### config.mk
export PLATFORM = sky130hd
export DESIGN_NAME = mpp_port
export DESIGN_NICKNAME = d
export VERILOG_FILES = /design/src/rtl/mpp_pkg.sv /design/src/rtl/mpp_fifo.sv /design/src/rtl/mpp_port.sv
export SDC_FILE = /design/constraint.sdc
export NUM_CORES = 1
export LEC_CHECK = 0
export BUFFER_PORTS_ARGS = -buffer_cell sky130_fd_sc_hd__buf_2
export CORE_UTILIZATION = 45
export DETAILED_ROUTE_END_ITERATION = 12
export MAX_ROUTING_LAYER = met4
export PLACE_DENSITY = 0.67
export SKIP_LAST_GASP = 1
export SLEW_MARGIN = 25
export SYNTH_ARGS = -nofsm -noshare
export SYNTH_HDL_FRONTEND = slang
export SYNTH_HIERARCHICAL = 1
export SYNTH_SLANG_ARGS = --single-unit
### constraint.sdc
create_clock -name clock -period 8 [get_ports clock]
set_clock_uncertainty 0.05 [all_clocks]
set_input_delay 2.4 -clock clock [delete_from_list [all_inputs] [get_ports clock]]
set_output_delay 2.4 -clock clock [all_outputs]
set_load 0.01 [all_outputs]
### src/rtl/mpp_pkg.sv
// constants and types shared by the port pin logic and its transmit fifo
// assumes a 200 MHz core clock and a plain mode input, no register bus
package mpp_pkg;

  // ------------------------------------------------------------------
  // widths and depths
  // ------------------------------------------------------------------
  localparam int NIBBLE_W = 4;
  localparam int FIFO_W = 5;
  localparam int FIFO_DEPTH = 8;
  localparam int LAST_BIT = 4;

  // ------------------------------------------------------------------
  // interface modes
  // ------------------------------------------------------------------
  localparam logic [1:0] MODE_MII = 2'h0;
  localparam logic [1:0] MODE_SMII = 2'h1;
  localparam logic [1:0] MODE_SS = 2'h2;
  localparam logic [1:0] MODE_RESET = 2'h0;

  // ------------------------------------------------------------------
  // timing
  // ------------------------------------------------------------------
  localparam int SYS_CLK_PERIOD_NS = 5;
  localparam int SS_TX_CLK_PERIOD_NS = 8;
  // longest half period, rounded down, never below one cycle
  localparam int SS_HALF_CYCLES_INT = ((SS_TX_CLK_PERIOD_NS / 2) / SYS_CLK_PERIOD_NS > 0) ?
    ((SS_TX_CLK_PERIOD_NS / 2) / SYS_CLK_PERIOD_NS) : 1;
  localparam logic [3:0] SS_HALF_CYCLES = 4'(SS_HALF_CYCLES_INT);

  // ------------------------------------------------------------------
  // reset values
  // ------------------------------------------------------------------
  localparam logic [3:0] NIBBLE_IDLE = 4'h0;
  localparam logic [3:0] DIV_RESET = 4'h0;

  // ------------------------------------------------------------------
  // transmit frame states
  // ------------------------------------------------------------------
  typedef enum logic [1:0] {
    TX_IDLE = 2'b01,
    TX_FRAME = 2'b10
  } mpp_tx_state_e;

endpackage : mpp_pkg

### src/rtl/mpp_fifo.sv
// transmit fifo, flip-flop storage, registered flags
// assumes a single clock domain and a freeze enable from the parent
module mpp_fifo #(
  parameter int WIDTH = 5,
  parameter int DEPTH = 8
) (
  // clock and reset
  input wire logic clock,
  input wire logic reset_n,
  input wire logic clockEnable,
  // fill side
  input wire logic inValid,
  input wire logic [WIDTH-1:0] inData,
  output logic inReady,
  // drain side
  output logic outValid,
  output logic [WIDTH-1:0] outData,
  input wire logic outReady
);

  localparam int PTR_W = $clog2(DEPTH);
  localparam int CNT_W = $clog2(DEPTH + 1);
  localparam logic [CNT_W-1:0] CNT_FULL = CNT_W'(DEPTH);
  localparam logic [PTR_W-1:0] PTR_LAST = PTR_W'(DEPTH - 1);

  logic [WIDTH-1:0] mem_q [DEPTH];
  logic [PTR_W-1:0] wrPtr_q, wrPtr_d, rdPtr_q, rdPtr_d;
  logic [CNT_W-1:0] count_q, count_d;
  logic notFull_q, notFull_d, notEmpty_q, notEmpty_d;
  logic push, pop;

  function automatic logic [PTR_W-1:0] nextPtr(input logic [PTR_W-1:0] p);
    nextPtr = (p == PTR_LAST) ? '0 : PTR_W'(p + 1'b1);
  endfunction : nextPtr

  // ------------------------------------------------------------------
  // next state
  // ------------------------------------------------------------------
  always_comb begin
    push = inValid && notFull_q;
    pop = outReady && notEmpty_q;
    wrPtr_d = push ? nextPtr(wrPtr_q) : wrPtr_q;
    rdPtr_d = pop ? nextPtr(rdPtr_q) : rdPtr_q;
    count_d = count_q;
    if (push && !pop) begin
      count_d = CNT_W'(count_q + 1'b1);
    end else if (pop && !push) begin
      count_d = CNT_W'(count_q - 1'b1);
    end
    notFull_d = (count_d != CNT_FULL);
    notEmpty_d = (count_d != '0);
  end

  // ------------------------------------------------------------------
  // registers
  // ------------------------------------------------------------------
  always_ff @(posedge clock or negedge reset_n) begin
    if (!reset_n) begin
      wrPtr_q <= '0;
      rdPtr_q <= '0;
      count_q <= '0;
      notFull_q <= 1'b1;
      notEmpty_q <= 1'b0;
    end else if (clockEnable) begin
      wrPtr_q <= wrPtr_d;
      rdPtr_q <= rdPtr_d;
      count_q <= count_d;
      notFull_q <= notFull_d;
      notEmpty_q <= notEmpty_d;
    end
  end

  // storage needs no reset, reads are masked by the empty flag
  always_ff @(posedge clock) begin
    if (clockEnable && push) begin
      mem_q[wrPtr_q] <= inData;
    end
  end

  assign inReady = notFull_q;
  assign outValid = notEmpty_q;
  assign outData = mem_q[rdPtr_q];

  fifo_bound_a: assert property (@(posedge clock) disable iff (!reset_n)
    count_q <= CNT_FULL && (notFull_q == (count_q != CNT_FULL)))
    else $error("fifo count out of range");

endmodule : mpp_fifo

### src/rtl/mpp_port.sv
// pin logic of one mac port: 4-bit mii or four serial lanes, plain or source-synchronous
// assumes link clocks arrive on pins and are oversampled by the 200 MHz core clock
module mpp_port (
  // clock and reset
  input wire logic clock,
  input wire logic reset_n,
  input wire logic clockEnable,
  // configuration
  input wire logic [1:0] modeSel,
  input wire logic portEnable,
  // transmit stream
  input wire logic txValid,
  input wire logic [3:0] txData,
  input wire logic txLast,
  output logic txReady,
  // receive samples and status
  output logic [3:0] rxSample,
  output logic rxSampleValid,
  output logic rxSyncSeen,
  output logic txUnderrun,
  // link pins
  input wire logic miiTxClockIn,
  input wire logic miiRxClockIn,
  input wire logic ssRxSyncPulse,
  input wire logic [3:0] rxDataIn,
  output logic [3:0] miiTxNibble,
  output logic miiTxEnable
);

  logic [1:0] mode_q, mode_d;
  mpp_pkg::mpp_tx_state_e state_q, state_d;
  logic [3:0] txNibble_q, txNibble_d;
  logic txPin_q, txPin_d;
  logic ssPhase_q, ssPhase_d;
  logic [3:0] divCnt_q, divCnt_d;
  logic underrun_q, underrun_d;
  logic [3:0] rxSample_q, rxSample_d;
  logic rxValid_q, rxValid_d, rxSyncSeen_q, rxSyncSeen_d;
  logic txReady_q;
  logic txClkMeta_q, txClkSync_q, txClkPrev_q;
  logic rxClkMeta_q, rxClkSync_q, rxClkPrev_q;
  logic syncMeta_q, syncSync_q;
  logic [3:0] rxDataMeta_q, rxDataSync_q;
  logic txClkRise, rxClkRise, ssRise, launch, rxEdge;
  logic fifoValid, fifoPop, fifoReady;
  logic [mpp_pkg::FIFO_W-1:0] fifoData;

  function automatic logic risingEdge(input logic cur, input logic prev);
    risingEdge = cur && !prev;
  endfunction : risingEdge

  // ------------------------------------------------------------------
  // pin synchronisers
  // ------------------------------------------------------------------
  // clocks and data share the same two-stage latency, so sample edges stay aligned
  always_ff @(posedge clock or negedge reset_n) begin
    if (!reset_n) begin
      txClkMeta_q <= 1'b0;
      txClkSync_q <= 1'b0;
      txClkPrev_q <= 1'b0;
      rxClkMeta_q <= 1'b0;
      rxClkSync_q <= 1'b0;
      rxClkPrev_q <= 1'b0;
      syncMeta_q <= 1'b0;
      syncSync_q <= 1'b0;
      rxDataMeta_q <= mpp_pkg::NIBBLE_IDLE;
      rxDataSync_q <= mpp_pkg::NIBBLE_IDLE;
    end else if (clockEnable) begin
      txClkMeta_q <= miiTxClockIn;
      txClkSync_q <= txClkMeta_q;
      txClkPrev_q <= txClkSync_q;
      rxClkMeta_q <= miiRxClockIn;
      rxClkSync_q <= rxClkMeta_q;
      rxClkPrev_q <= rxClkSync_q;
      syncMeta_q <= ssRxSyncPulse;
      syncSync_q <= syncMeta_q;
      rxDataMeta_q <= rxDataIn;
      rxDataSync_q <= rxDataMeta_q;
    end
  end

  // ------------------------------------------------------------------
  // transmit fifo
  // ------------------------------------------------------------------
  mpp_fifo #(
    .WIDTH(mpp_pkg::FIFO_W),
    .DEPTH(mpp_pkg::FIFO_DEPTH)
  ) txFifo (
    .clock(clock),
    .reset_n(reset_n),
    .clockEnable(clockEnable),
    .inValid(txValid),
    .inData({txLast, txData}),
    .inReady(fifoReady),
    .outValid(fifoValid),
    .outData(fifoData),
    .outReady(fifoPop)
  );

  // ------------------------------------------------------------------
  // transmit next state
  // ------------------------------------------------------------------
  // core clock caps the generated clock at half its rate: a limitation at 200 MHz
  always_comb begin
    mode_d = portEnable ? mode_q : modeSel;
    txClkRise = risingEdge(txClkSync_q, txClkPrev_q);
    divCnt_d = mpp_mode_ss() ? 4'(divCnt_q + 1'b1) : mpp_pkg::DIV_RESET;
    ssPhase_d = 1'b0;
    if (mpp_mode_ss()) begin
      ssPhase_d = ssPhase_q;
      if (divCnt_d >= mpp_pkg::SS_HALF_CYCLES) begin
        divCnt_d = mpp_pkg::DIV_RESET;
        ssPhase_d = !ssPhase_q;
      end
    end
    ssRise = risingEdge(ssPhase_d, ssPhase_q);
    // serial modes launch on the reference or on our own clock
    launch = mpp_mode_ss() ? ssRise : txClkRise;
    fifoPop = portEnable && launch;
    txNibble_d = txNibble_q;
    state_d = state_q;
    underrun_d = underrun_q && portEnable;
    txPin_d = 1'b0;
    if (!portEnable) begin
      txNibble_d = mpp_pkg::NIBBLE_IDLE;
      state_d = mpp_pkg::TX_IDLE;
    end else begin
      if (mode_q == mpp_pkg::MODE_MII) begin
        txPin_d = txPin_q;
      end
      if (launch) begin
        case (state_q)
          mpp_pkg::TX_IDLE, mpp_pkg::TX_FRAME: begin
            if (fifoValid) begin
              // lane n takes word bit n in every mode
              txNibble_d = fifoData[mpp_pkg::NIBBLE_W-1:0];
              txPin_d = (mode_q == mpp_pkg::MODE_MII);
              state_d = fifoData[mpp_pkg::LAST_BIT] ? mpp_pkg::TX_IDLE : mpp_pkg::TX_FRAME;
            end else begin
              txNibble_d = mpp_pkg::NIBBLE_IDLE;
              txPin_d = 1'b0;
              underrun_d = underrun_q || (state_q == mpp_pkg::TX_FRAME);
              state_d = mpp_pkg::TX_IDLE;
            end
          end
          default: begin
            state_d = mpp_pkg::TX_IDLE;
          end
        endcase
      end
      if (mpp_mode_ss()) begin
        txPin_d = ssPhase_d;
      end
    end
  end

  function automatic logic mpp_mode_ss();
    mpp_mode_ss = portEnable && (mode_q == mpp_pkg::MODE_SS);
  endfunction : mpp_mode_ss

  // ------------------------------------------------------------------
  // receive next state
  // ------------------------------------------------------------------
  always_comb begin
    rxClkRise = risingEdge(rxClkSync_q, rxClkPrev_q);
    // plain serial receives on the reference, others on the phy receive clock
    rxEdge = (mode_q == mpp_pkg::MODE_SMII) ? txClkRise : rxClkRise;
    rxSample_d = rxSample_q;
    rxValid_d = 1'b0;
    rxSyncSeen_d = 1'b0;
    if (portEnable && rxEdge) begin
      rxSample_d = rxDataSync_q;
      rxValid_d = 1'b1;
      rxSyncSeen_d = syncSync_q && (mode_q == mpp_pkg::MODE_SS);
    end
  end

  // ------------------------------------------------------------------
  // registers
  // ------------------------------------------------------------------
  always_ff @(posedge clock or negedge reset_n) begin
    if (!reset_n) begin
      mode_q <= mpp_pkg::MODE_RESET;
      state_q <= mpp_pkg::TX_IDLE;
      txNibble_q <= mpp_pkg::NIBBLE_IDLE;
      txPin_q <= 1'b0;
      ssPhase_q <= 1'b0;
      divCnt_q <= mpp_pkg::DIV_RESET;
      underrun_q <= 1'b0;
      rxSample_q <= mpp_pkg::NIBBLE_IDLE;
      rxValid_q <= 1'b0;
      rxSyncSeen_q <= 1'b0;
      txReady_q <= 1'b0;
    end else if (clockEnable) begin
      mode_q <= mode_d;
      state_q <= state_d;
      txNibble_q <= txNibble_d;
      txPin_q <= txPin_d;
      ssPhase_q <= ssPhase_d;
      divCnt_q <= divCnt_d;
      underrun_q <= underrun_d;
      rxSample_q <= rxSample_d;
      rxValid_q <= rxValid_d;
      rxSyncSeen_q <= rxSyncSeen_d;
      txReady_q <= 1'b1;
    end
  end

  assign txReady = fifoReady && txReady_q;
  assign miiTxNibble = txNibble_q;
  assign miiTxEnable = txPin_q;
  assign rxSample = rxSample_q;
  assign rxSampleValid = rxValid_q;
  assign rxSyncSeen = rxSyncSeen_q;
  assign txUnderrun = underrun_q;

  // ------------------------------------------------------------------
  // checks
  // ------------------------------------------------------------------
  mii_launch_a: assert property (@(posedge clock) disable iff (!reset_n)
    ($changed(txNibble_q) && $past(portEnable) && portEnable && mode_q == mpp_pkg::MODE_MII)
    |-> $past(txClkRise))
    else $error("mii nibble changed without a transmit clock edge");

  ref_launch_a: assert property (@(posedge clock) disable iff (!reset_n)
    ($changed(txNibble_q) && $past(portEnable) && portEnable && mode_q == mpp_pkg::MODE_SMII)
    |-> $past(txClkRise))
    else $error("serial lanes changed off the reference edge");

  ss_launch_a: assert property (@(posedge clock) disable iff (!reset_n)
    ($changed(txNibble_q) && $past(portEnable) && portEnable && mode_q == mpp_pkg::MODE_SS)
    |-> $rose(txPin_q))
    else $error("source-synchronous data changed off own clock edge");

  ss_clock_a: assert property (@(posedge clock) disable iff (!reset_n)
    (clockEnable && portEnable && mode_q == mpp_pkg::MODE_SS && $past(mpp_mode_ss()))
    ##1 (clockEnable && portEnable) |-> txPin_q != $past(txPin_q))
    else $error("transmit clock did not toggle");

  lane_map_a: assert property (@(posedge clock) disable iff (!reset_n)
    (clockEnable && fifoPop && fifoValid) |=> txNibble_q == $past(fifoData[3:0]))
    else $error("lane bit not taken from matching word bit");

  tx_enable_a: assert property (@(posedge clock) disable iff (!reset_n)
    (mode_q == mpp_pkg::MODE_MII && portEnable && $rose(txPin_q))
    |-> $past(fifoPop && fifoValid))
    else $error("transmit enable rose without a nibble");

  rx_sample_a: assert property (@(posedge clock) disable iff (!reset_n)
    (rxValid_q && $past(clockEnable) && mode_q != mpp_pkg::MODE_SMII)
    |-> $past(rxClkRise && portEnable))
    else $error("receive sample without receive clock edge");

  mode_hold_a: assert property (@(posedge clock) disable iff (!reset_n)
    ($past(portEnable) && portEnable) |-> $stable(mode_q))
    else $error("mode changed while enabled");

endmodule : mpp_port

==> impl_metrics.csv, run 1 <==
group,metric,value,unit
cts,h-tree-depth,3,
synthesis,synthXorXnorAreaFrac,1.583,%
floorplan,boundaryPins,32,
routing,wl_met3,182,um
routing,highest_layer,"met4",
timing,fin_tns_setup,0,ns
routing,vias,2209,
layout,final_cell_mix,"dfrtp_1 (48), edfxtp_1 (40), buf_2 (30)",
cts,clk_latency,0.35,ns
global_route,grt_use_total,17.17,%
power,leakagePower,1.764,nW
floorplan,dieHeight,94.77,um
placement,dpl.hpwl,4.507,mm
layout,layout.cells.non_filler,408,
flow_run,maxCapViolCount,0,
layout,syn_to_final_growth,11.41,%
timing,worst_slew_pin_slew,0.9284,ns
global_route,first_global_vias,2169,
synthesis,netlist_instances,265,
critical_path,crit_required,7.93,ns
critical_path,cpLargestDelayFamily,"simple AND/OR/NAND/NOR gates",
critical_path,cpMaxStageDelayCell,"nor4_1",
timing,slew_headroom,37.54,%
timing,hold_violations,0,
routing,wl_per_cell,16.17,um
timing,max_freq,231.2,MHz
synthesis,yosysUniqueCellTypes,52,
power,pwr-share-seq,52.0,%
timing,drv_slew,0,
cts,cts_tree,"yes",
synthesis,synth_area_leaders,"dfrtp_1 (31%), edfxtp_1 (31%), mux2_2 (7.3%), mux4_2 (5.8%), ha_1 (2.6%)",
synthesis,synth-main-ff-cell,"dfrtp_1",
critical_path,slowest_delay,0.82,ns
critical_path,worst-setup-path-type,"input port to flip-flop",
floorplan,initial_core_util,46.89,%
synthesis,syn-num-nets,292,
synthesis,avgSynthCellArea,14.61,um^2
outcome,outcome,"complete, no violations",
timing,min_period_over_period,54.06,%
timing,final.setup.worst_slack,3.675,ns
critical_path,worst_setup_path_start_kind,"input port",
cts,ctsRootBufferMaster,"clkbuf_8",
placement,dp_cells,392,
global_route,grt_first_pass_wirelength,11.01,mm
critical_path,path_cells,"buf_2 -> nand3_1 -> nor4_1",
floorplan,dieArea,8980,um^2
synthesis,synth_edf_count,40,
cts,clk_pin_slew,0.09,ns
global_route,grt_max_degree,51,
power,power_density,291.4,nW/um^2
power,swShare,30.38,%
synthesis,yosysTopAreaCell,"dfrtp_1",
layout,final_util,52.24,%
critical_path,crit_buf_inv,1,
layout,drive_above_1_share,29.70,%
synthesis,yosys_register_bits,90,
synthesis,async_reset_ff_share,55.56,%
synthesis,synth_area,3872,um^2
routing,drtPass1Iterations,5,
synthesis,synth_top_family_by_area,"multiplexers",
routing,wl_met2,3.099,mm
floorplan,rows,33,
floorplan,core-area,8258,um^2
placement,pre_cts_ws,3.288,ns
worst_hold_path,hold_path_class,"flip-flop to flip-flop",
floorplan,die_x,94.77,um
synthesis,synth_top_area_share,31.02,%
timing,rsz0062_at_grt,"no",
critical_path,arrival,4.26,ns
power,total_power,1.257,mW
cts,cts_buffer_depth,2,
critical_path,cp-end-kind,"flip-flop",
layout,nets,325,
routing,drtIter0Drc,79,
routing,viasPerCell,5.414,
cts,hold_buffers,0,
synthesis,synth_fa_ha_area_share,2.585,%
synthesis,ys_seq_area_share,63.39,%
routing,post-route-drc-count,0,
synthesis,synth_compound_area_share,7.141,%
routing,ant_nets,0,
timing,setup_viol,0,
routing,routed_wl,6.597,mm
placement,io_buffers,31,
critical_path,path_max_fanout,41,
synthesis,ys_warn_count,6,
synthesis,synth-simple-area-share,8.950,%
global_route,grt_overflow,0,
timing,fin_crit,4.325,ns
power,p_comb_share,24.4,%
placement,place_congestion,0.7384,
layout,diodes,0,
cts,cts_buffers,9,
global_route,antenna_found_initial,0,
layout,final_common_cell,"dfrtp_1",
power,clockPowerShare,23.7,%
synthesis,synthMuxAreaShare,14.25,%
power,p_sw,0.3820,mW
cts,clock-sinks,90,
cts,post-cts-setup-buffers,0,
power,ir_worst_vdd,0.09773,mV
routing,met1Wirelength,3.255,mm
cts,ctsResizeCount,0,
power,cellInternalPower,0.8753,mW
sequential cells by signal, summed over array words and instances, names as in the netlist, 2 cells and up:
register,flops
txFifo/mem_q,40
divCnt_q,4
miiTxNibble,4
rxDataMeta_q,4
rxDataSync_q,4
rxSample,4
txFifo/count_q,4
txFifo/rdPtr_q,3
txFifo/wrPtr_q,3
mode_q,2
state_q,2
worst paths after layout:
check	startpoint	end	slack [ns]	cells after the start
max reg2reg	divCnt_q[0]	txFifo/outValid	4.96	10
min in group asynchronous	reset_n	rxClkMeta_q	2.01	1
min reg2reg	txReady_q	txReady_q	0.43	1
max	clockEnable	txFifo/mem_q[0][0]	3.67	3
max in group asynchronous	reset_n	divCnt_q[2]	5.48	1
min	txReady_q	txReady_q	0.43	1
kinds of logic (layout without fill, tap and decap cells):
group                    count (synthesis)  count (layout)
flip-flops                              90              90
AND/OR/NAND/NOR                         66              66
multiplexers                            39              39
AO/OA/AOI/OAI                           36              36
buffers and inverters                   19              57
adder cells (fa/ha/maj)                  8               8
XOR/XNOR                                 7               7
synthesized netlist by cell type, types with 4 or more instances:
cell,instances
edfxtp_1,40
dfrtp_1,48
mux2_2,25
ha_1,8
a31oi_1,4
nand2_1,16
nor2_1,13
mux4_2,10
nor2b_1,5
nor3_1,8
mux2_1,4
inv_1,10
clkbuf_1,5
xnor2_1,4
o21ai_0,7
a22o_1,5
a21o_1,4
cell type report:
type | count | area [um^2]
fillers | 689 | 3944
well taps | 105 | 131.4
multi-input cells | 156 | 1336
clock buffers | 11 | 162.7
repair buffers | 31 | 157.7
inverters | 10 | 37.54
flip-flops and latches | 90 | 2455
clock inverters | 5 | 33.78
metrics by stage:
stage / area [um^2] / hold slack (ns)
finish: 4314 / 0.4307
global route: 4314 / 0.4409
CTS: 4314 / 0.4271
detailed placement: 4118 / 0.4037
global placement: 4115 / 0.3938
floorplan: 3872 / 0.3801
layer usage:
layer  up-vias  track usage, %
met5         -               -
met4         0           7.197
met3         5           3.382
met2        32           23.98
met1      1117           24.43
li1       1055               -
power by group through the flow:
stage | registers, mW | logic (mW) | clock network, mW
3_3_place_gp | 0.664 | 0.300 | 0
5_1_grt | 0.671 | 0.343 | 0.325
4_1_cts | 0.656 | 0.309 | 0.308
2_1_floorplan | 0.632 | 0.252 | 0
6_report | 0.654 | 0.306 | 0.298
3_5_place_dp | 0.666 | 0.308 | 0
Power figures use the tool's default switching activity.
==> inputs of run 2 (changes only) <==
--- a/config.mk
+++ b/config.mk
@@ -9,7 +9,7 @@
 export CORE_UTILIZATION = 45
 export DETAILED_ROUTE_END_ITERATION = 12
 export MAX_ROUTING_LAYER = met4
-export PLACE_DENSITY = 0.67
+export PLACE_DENSITY = 0.69
 export SKIP_LAST_GASP = 1
 export SLEW_MARGIN = 25
 export SYNTH_ARGS = -nofsm -noshare
==> constraint.sdc (replaced) <==
create_clock -name clock -period 3.47 [get_ports clock]
set_clock_uncertainty 0.05 [all_clocks]
set_input_delay 1.041 -clock clock [delete_from_list [all_inputs] [get_ports clock]]
set_output_delay 1.041 -clock clock [all_outputs]
set_load 0.01 [all_outputs]
==> impl_metrics.csv, run 2 (same netlist as run 1, synthesis figures left out) <==
group,metric,value,unit
global_route,grt_first_pass_wirelength,11.52,mm
global_route,antenna_found_initial,0,
cts,cts_tree,"yes",
global_route,grt_max_degree,30,
timing,worst_slew_pin_slew,0.7169,ns
floorplan,initial_core_util,46.89,%
routing,ant_nets,0,
floorplan,core-area,8258,um^2
critical_path,arrival,3.24,ns
timing,slew_headroom,52.21,%
routing,routed_wl,7.071,mm
cts,cts_buffers,9,
timing,hold_violations,0,
routing,drtIter0Drc,120,
layout,syn_to_final_growth,12.47,%
power,power_density,669.7,nW/um^2
cts,post-cts-setup-buffers,0,
power,leakagePower,1.792,nW
floorplan,dieHeight,94.77,um
critical_path,cp-end-kind,"flip-flop",
placement,dpl.hpwl,4.689,mm
layout,drive_above_1_share,31.29,%
cts,clock-sinks,90,
placement,place_congestion,0.8589,
cts,hold_buffers,0,
cts,cts_buffer_depth,2,
timing,fin_crit,3.048,ns
critical_path,worst-setup-path-type,"flip-flop to flip-flop",
cts,h-tree-depth,3,
placement,pre_cts_ws,0.3330,ns
timing,min_period_over_period,87.83,%
outcome,outcome,"complete, no violations",
global_route,grt_use_total,18.12,%
critical_path,crit_required,3.66,ns
critical_path,path_max_fanout,8,
floorplan,die_x,94.77,um
timing,fin_tns_setup,0,ns
timing,final.setup.worst_slack,0.4222,ns
routing,post-route-drc-count,0,
cts,clk_pin_slew,0.10,ns
global_route,first_global_vias,2210,
power,ir_worst_vdd,0.2099,mV
placement,placed_area,4168,um^2
timing,drv_slew,0,
placement,io_buffers,31,
layout,final_area,4355,um^2
routing,viasPerCell,5.537,
layout,diodes,0,
floorplan,rows,33,
timing,max_freq,328.1,MHz
flow_run,maxCapViolCount,0,
global_route,grt_overflow,0,
worst_hold_path,hold_path_class,"flip-flop to flip-flop",
critical_path,worst_setup_path_start_kind,"flip-flop",
timing,rsz0062_at_grt,"no",
routing,vias,2298,
cts,clk_latency,0.36,ns
floorplan,dieArea,8980,um^2
cts,ctsResizeCount,0,
routing,drtPass1Iterations,4,
layout,nets,332,
layout,largest_reg_flops,40,
cts,ctsRootBufferMaster,"clkbuf_8",
layout,layout.cells.non_filler,415,
power,total_power,2.917,mW
layout,final_common_cell,"dfrtp_1",
layout,final_cell_mix,"dfrtp_1 (48), edfxtp_1 (40), buf_2 (31)",
layout,regMostFlops,"txFifo/mem_q",
placement,dp_cells,399,
timing,setup_viol,0,
floorplan,boundaryPins,32,
routing,wl_per_cell,17.04,um
[run 2: cell types whose count changed in the layout (fill, tap and decap cells not counted), sizes merged]
cell,previous run,this run
buf,31,38
clkbuf,11,10
clkinv,2,3
[run 2: metal layers]
metal	routed length [um]	up-vias	GRT usage, %	share of wire, %
met5	0	-	-	0
li1	-	1074	-	-
met1	3276	1166	24.99	46
met2	3339	46	26.08	47
met3	304	12	4.348	4.3
met4	151	0	6.692	2.1
[run 2: cell type report]
cell class	count	area [um^2]
fillers	694	3902
flip-flops and latches	90	2455
multi-input cells	156	1336
repair buffers	38	207.7
clock buffers	10	137.6
well taps	105	131.4
clock inverters	6	50.05
inverters	10	37.54
[run 2: worst paths after layout]
kind / start / endpoint / slack, ns / cells past startpoint
max: divCnt_q[0] / txFifo/outValid / 0.42 / 10
min: txReady_q / txReady_q / 0.43 / 1
max reg2reg: divCnt_q[0] / txFifo/outValid / 0.42 / 10
min reg2reg: txReady_q / txReady_q / 0.43 / 1
max in group asynchronous: reset_n / txFifo/inReady / 2.02 / 2
min in group asynchronous: reset_n / rxClkMeta_q / 0.57 / 1
[run 2: through the flow]
stage / hold WS (ns) / util [%]
2_1_floorplan: 0.3801 / -
3_3_place_gp: 0.3931 / 50.47
3_5_place_dp: 0.4185 / 50.47
4_1_cts: 0.4377 / 52.74
5_1_grt: 0.4645 / 52.74
6_report: 0.4320 / 52.74
[run 2: power breakdown]
part	leakage [nW]	switching, mW	internal (mW)	total, mW
clock	0.0891	0.384	0.286	0.670
sequential	0.974	0.211	1.30	1.51
combinational	0.729	0.330	0.406	0.736
total	1.79	0.926	1.99	2.92
[run 2: critical path, cell delays in order (launching register included)]
cell	delay (ns)
dfrtp_1	0.42
ha_1	0.33
or4b_4	0.51
o22ai_4	0.21
o31ai_2	0.13
and2_1	0.20
and2_1	0.25
and3_1	0.25
or3_1	0.32
a21oi_2	0.16
a31oi_1	0.09
==> inputs of run 3 (changes only) <==
--- a/config.mk
+++ b/config.mk
@@ -6,10 +6,10 @@
 export NUM_CORES = 1
 export LEC_CHECK = 0
 export BUFFER_PORTS_ARGS = -buffer_cell sky130_fd_sc_hd__buf_2
-export CORE_UTILIZATION = 45
+export CORE_UTILIZATION = 53
 export DETAILED_ROUTE_END_ITERATION = 12
 export MAX_ROUTING_LAYER = met4
-export PLACE_DENSITY = 0.69
+export PLACE_DENSITY = 0.79
 export SKIP_LAST_GASP = 1
 export SLEW_MARGIN = 25
 export SYNTH_ARGS = -nofsm -noshare
==> impl_metrics.csv, run 3 (same netlist as run 1, synthesis figures left out) <==
group,metric,value,unit
floorplan,die_x,87.48,um
cts,cts_buffer_depth,2,
placement,place_congestion,0.7698,
global_route,antenna_found_initial,0,
layout,drive_above_1_share,31.19,%
critical_path,reg2regPathDepth,10,
worst_hold_path,min_from,"txReady_q",
global_route,grt_overflow,0,
cts,cts_buffers,9,
critical_path,path_max_fanout,8,
cts,post-cts-setup-buffers,0,
critical_path,arrival,3.13,ns
timing,slew_headroom,43.19,%
critical_path,path_cells,"ha_1 -> or4b_4 -> o22ai_4 -> o31ai_2 -> and2_1 -> and2_1 -> and3_1 -> or3_1 -> a21oi_2 -> a31oi_1",
floorplan,core-area,6944,um^2
cts,clk_pin_slew,0.08,ns
routing,routed_wl,6.639,mm
critical_path,path_common_cell,"and2_1",
layout,nets,333,
timing,min_period_over_period,85.08,%
global_route,first_global_vias,2217,
power,leakagePower,1.817,nW
timing,fin_tns_setup,0,ns
global_route,grt_max_degree,41,
placement,placed_area,4164,um^2
layout,largest_reg_flops,40,
floorplan,dieHeight,87.48,um
critical_path,rrSetupSlack,0.52,ns
layout,fillers,514,
timing,worst_slew_pin_slew,0.8521,ns
critical_path,worst_setup_path_start_kind,"flip-flop",
routing,post-route-drc-count,0,
layout,regMostFlops,"txFifo/mem_q",
power,pwr-share-seq,50.0,%
critical_path,worst-setup-path-type,"flip-flop to flip-flop",
cts,h-tree-depth,3,
worst_hold_path,hold_path_depth,1,
routing,drtIter0Drc,94,
timing,max_freq,338.7,MHz
placement,dpl.hpwl,4.509,mm
cts,ctsRootBufferMaster,"clkbuf_8",
cts,cts_tree,"yes",
layout,diodes,0,
layout,final_cell_mix,"dfrtp_1 (48), edfxtp_1 (40), buf_2 (31)",
global_route,grt_use_total,19.69,%
routing,vias,2274,
floorplan,initial_core_util,55.77,%
cts,clock-sinks,90,
critical_path,timing.rr.end,"txFifo/outValid",
layout,final_common_cell,"dfrtp_1",
critical_path,cpMaxStageDelayCell,"or4b_4",
cts,ctsResizeCount,0,
routing,wl_per_cell,16.31,um
critical_path,cp-end-kind,"flip-flop",
layout,syn_to_final_growth,13.18,%
power,p_comb_share,24.7,%
power,clockPowerShare,25.3,%
timing,hold_violations,0,
critical_path,slowest_delay,0.50,ns
cts,clk_latency,0.34,ns
floorplan,dieArea,7653,um^2
floorplan,rows,30,
timing,rsz0062_at_grt,"no",
layout,final_area,4383,um^2
routing,ant_nets,0,
power,cellInternalPower,2.130,mW
power,swShare,29.33,%
outcome,outcome,"complete, no violations",
routing,viasPerCell,5.587,
flow_run,maxCapViolCount,0,
placement,io_buffers,31,
timing,setup_viol,0,
critical_path,rr_startpoint,"divCnt_q[0]",
timing,drv_slew,0,
layout,multiInputGateArea,1336,um^2
power,ir_worst_vdd,0.3389,mV
power,power_density,687.8,nW/um^2
critical_path,crit_required,3.64,ns
timing,fin_crit,2.952,ns
layout,final-seq-area,2455,um^2
power,p_sw,0.8842,mW
routing,drtPass1Iterations,4,
global_route,grt_first_pass_wirelength,10.74,mm
worst_hold_path,hold_path_class,"flip-flop to flip-flop",
floorplan,boundaryPins,32,
cts,hold_buffers,0,
worst_hold_path,min_to,"txReady_q",
[run 3: cell types whose count changed in the layout (fill, tap and decap cells not counted)]
cell,before,now
clkinvlp_4,2,1
clkinv_4,3,0
buf_4,7,8
clkbuf_1,0,1
bufinv_16,0,2
clkinv_2,0,2
inv_6,1,0
[run 3: routing by layer]
layer / GRT usage, % / wire (um)
met1: 26.04 / 3136
met2: 29.33 / 3196
met3: 4.455 / 198
met4: 8.644 / 108
met5: - / 0
[run 3: how the worst max path moves through the flow]
stage / from / to / slack [ns] / cells past startpoint
6_report: divCnt_q[0] / txFifo/outValid / 0.52 / 10
5_1_grt: divCnt_q[0] / txFifo/outValid / 0.37 / 10
4_1_cts: divCnt_q[0] / txFifo/outValid / 0.51 / 10
3_5_place_dp: portEnable / txFifo/outValid / 0.40 / 9
3_3_place_gp: portEnable / txFifo/outValid / 0.47 / 9
2_1_floorplan: divCnt_q[0] / txFifo/outValid / 0.64 / 11
[run 3: stage by stage]
stage	worst slack [ns]	utilization (%)	power (mW)	hold WS, ns	instances
after floorplan	0.6399	-	2.038	0.3801	265
after global placement	0.4735	59.96	2.234	0.3994	391
after detailed placement	0.3992	59.96	2.267	0.4058	391
after CTS	0.5104	63.12	3.039	0.4240	407
after global routing	0.3707	63.12	3.174	0.4446	407
final	0.5176	63.12	3.014	0.4213	407
[run 3: power groups by stage]
stage / Clock [mW] / Combinational (mW) / Sequential (mW)
2_1_floorplan: 0 / 0.581 / 1.46
3_3_place_gp: 0 / 0.713 / 1.52
3_5_place_dp: 0 / 0.737 / 1.53
4_1_cts: 0.781 / 0.749 / 1.51
5_1_grt: 0.816 / 0.814 / 1.54
6_report: 0.762 / 0.746 / 1.51
[run 3: layout make-up]
class | instances | share of cell area (%)
multi-input cells | 156 | 30.49
clock inverters | 5 | 1.770
flip-flops and latches | 90 | 56.01
repair buffers | 39 | 4.910
clock buffers | 11 | 3.226
inverters | 10 | 0.8564
well taps | 96 | 2.741
[run 3: critical path, delay by kind of cell (launching register included)]
family,cells,cell delay (ns)
AO/OA/AOI/OAI,4,0.57
adder cells (fa/ha/maj),1,0.31
AND/OR/NAND/NOR,5,1.48
flip-flops,1,0.41
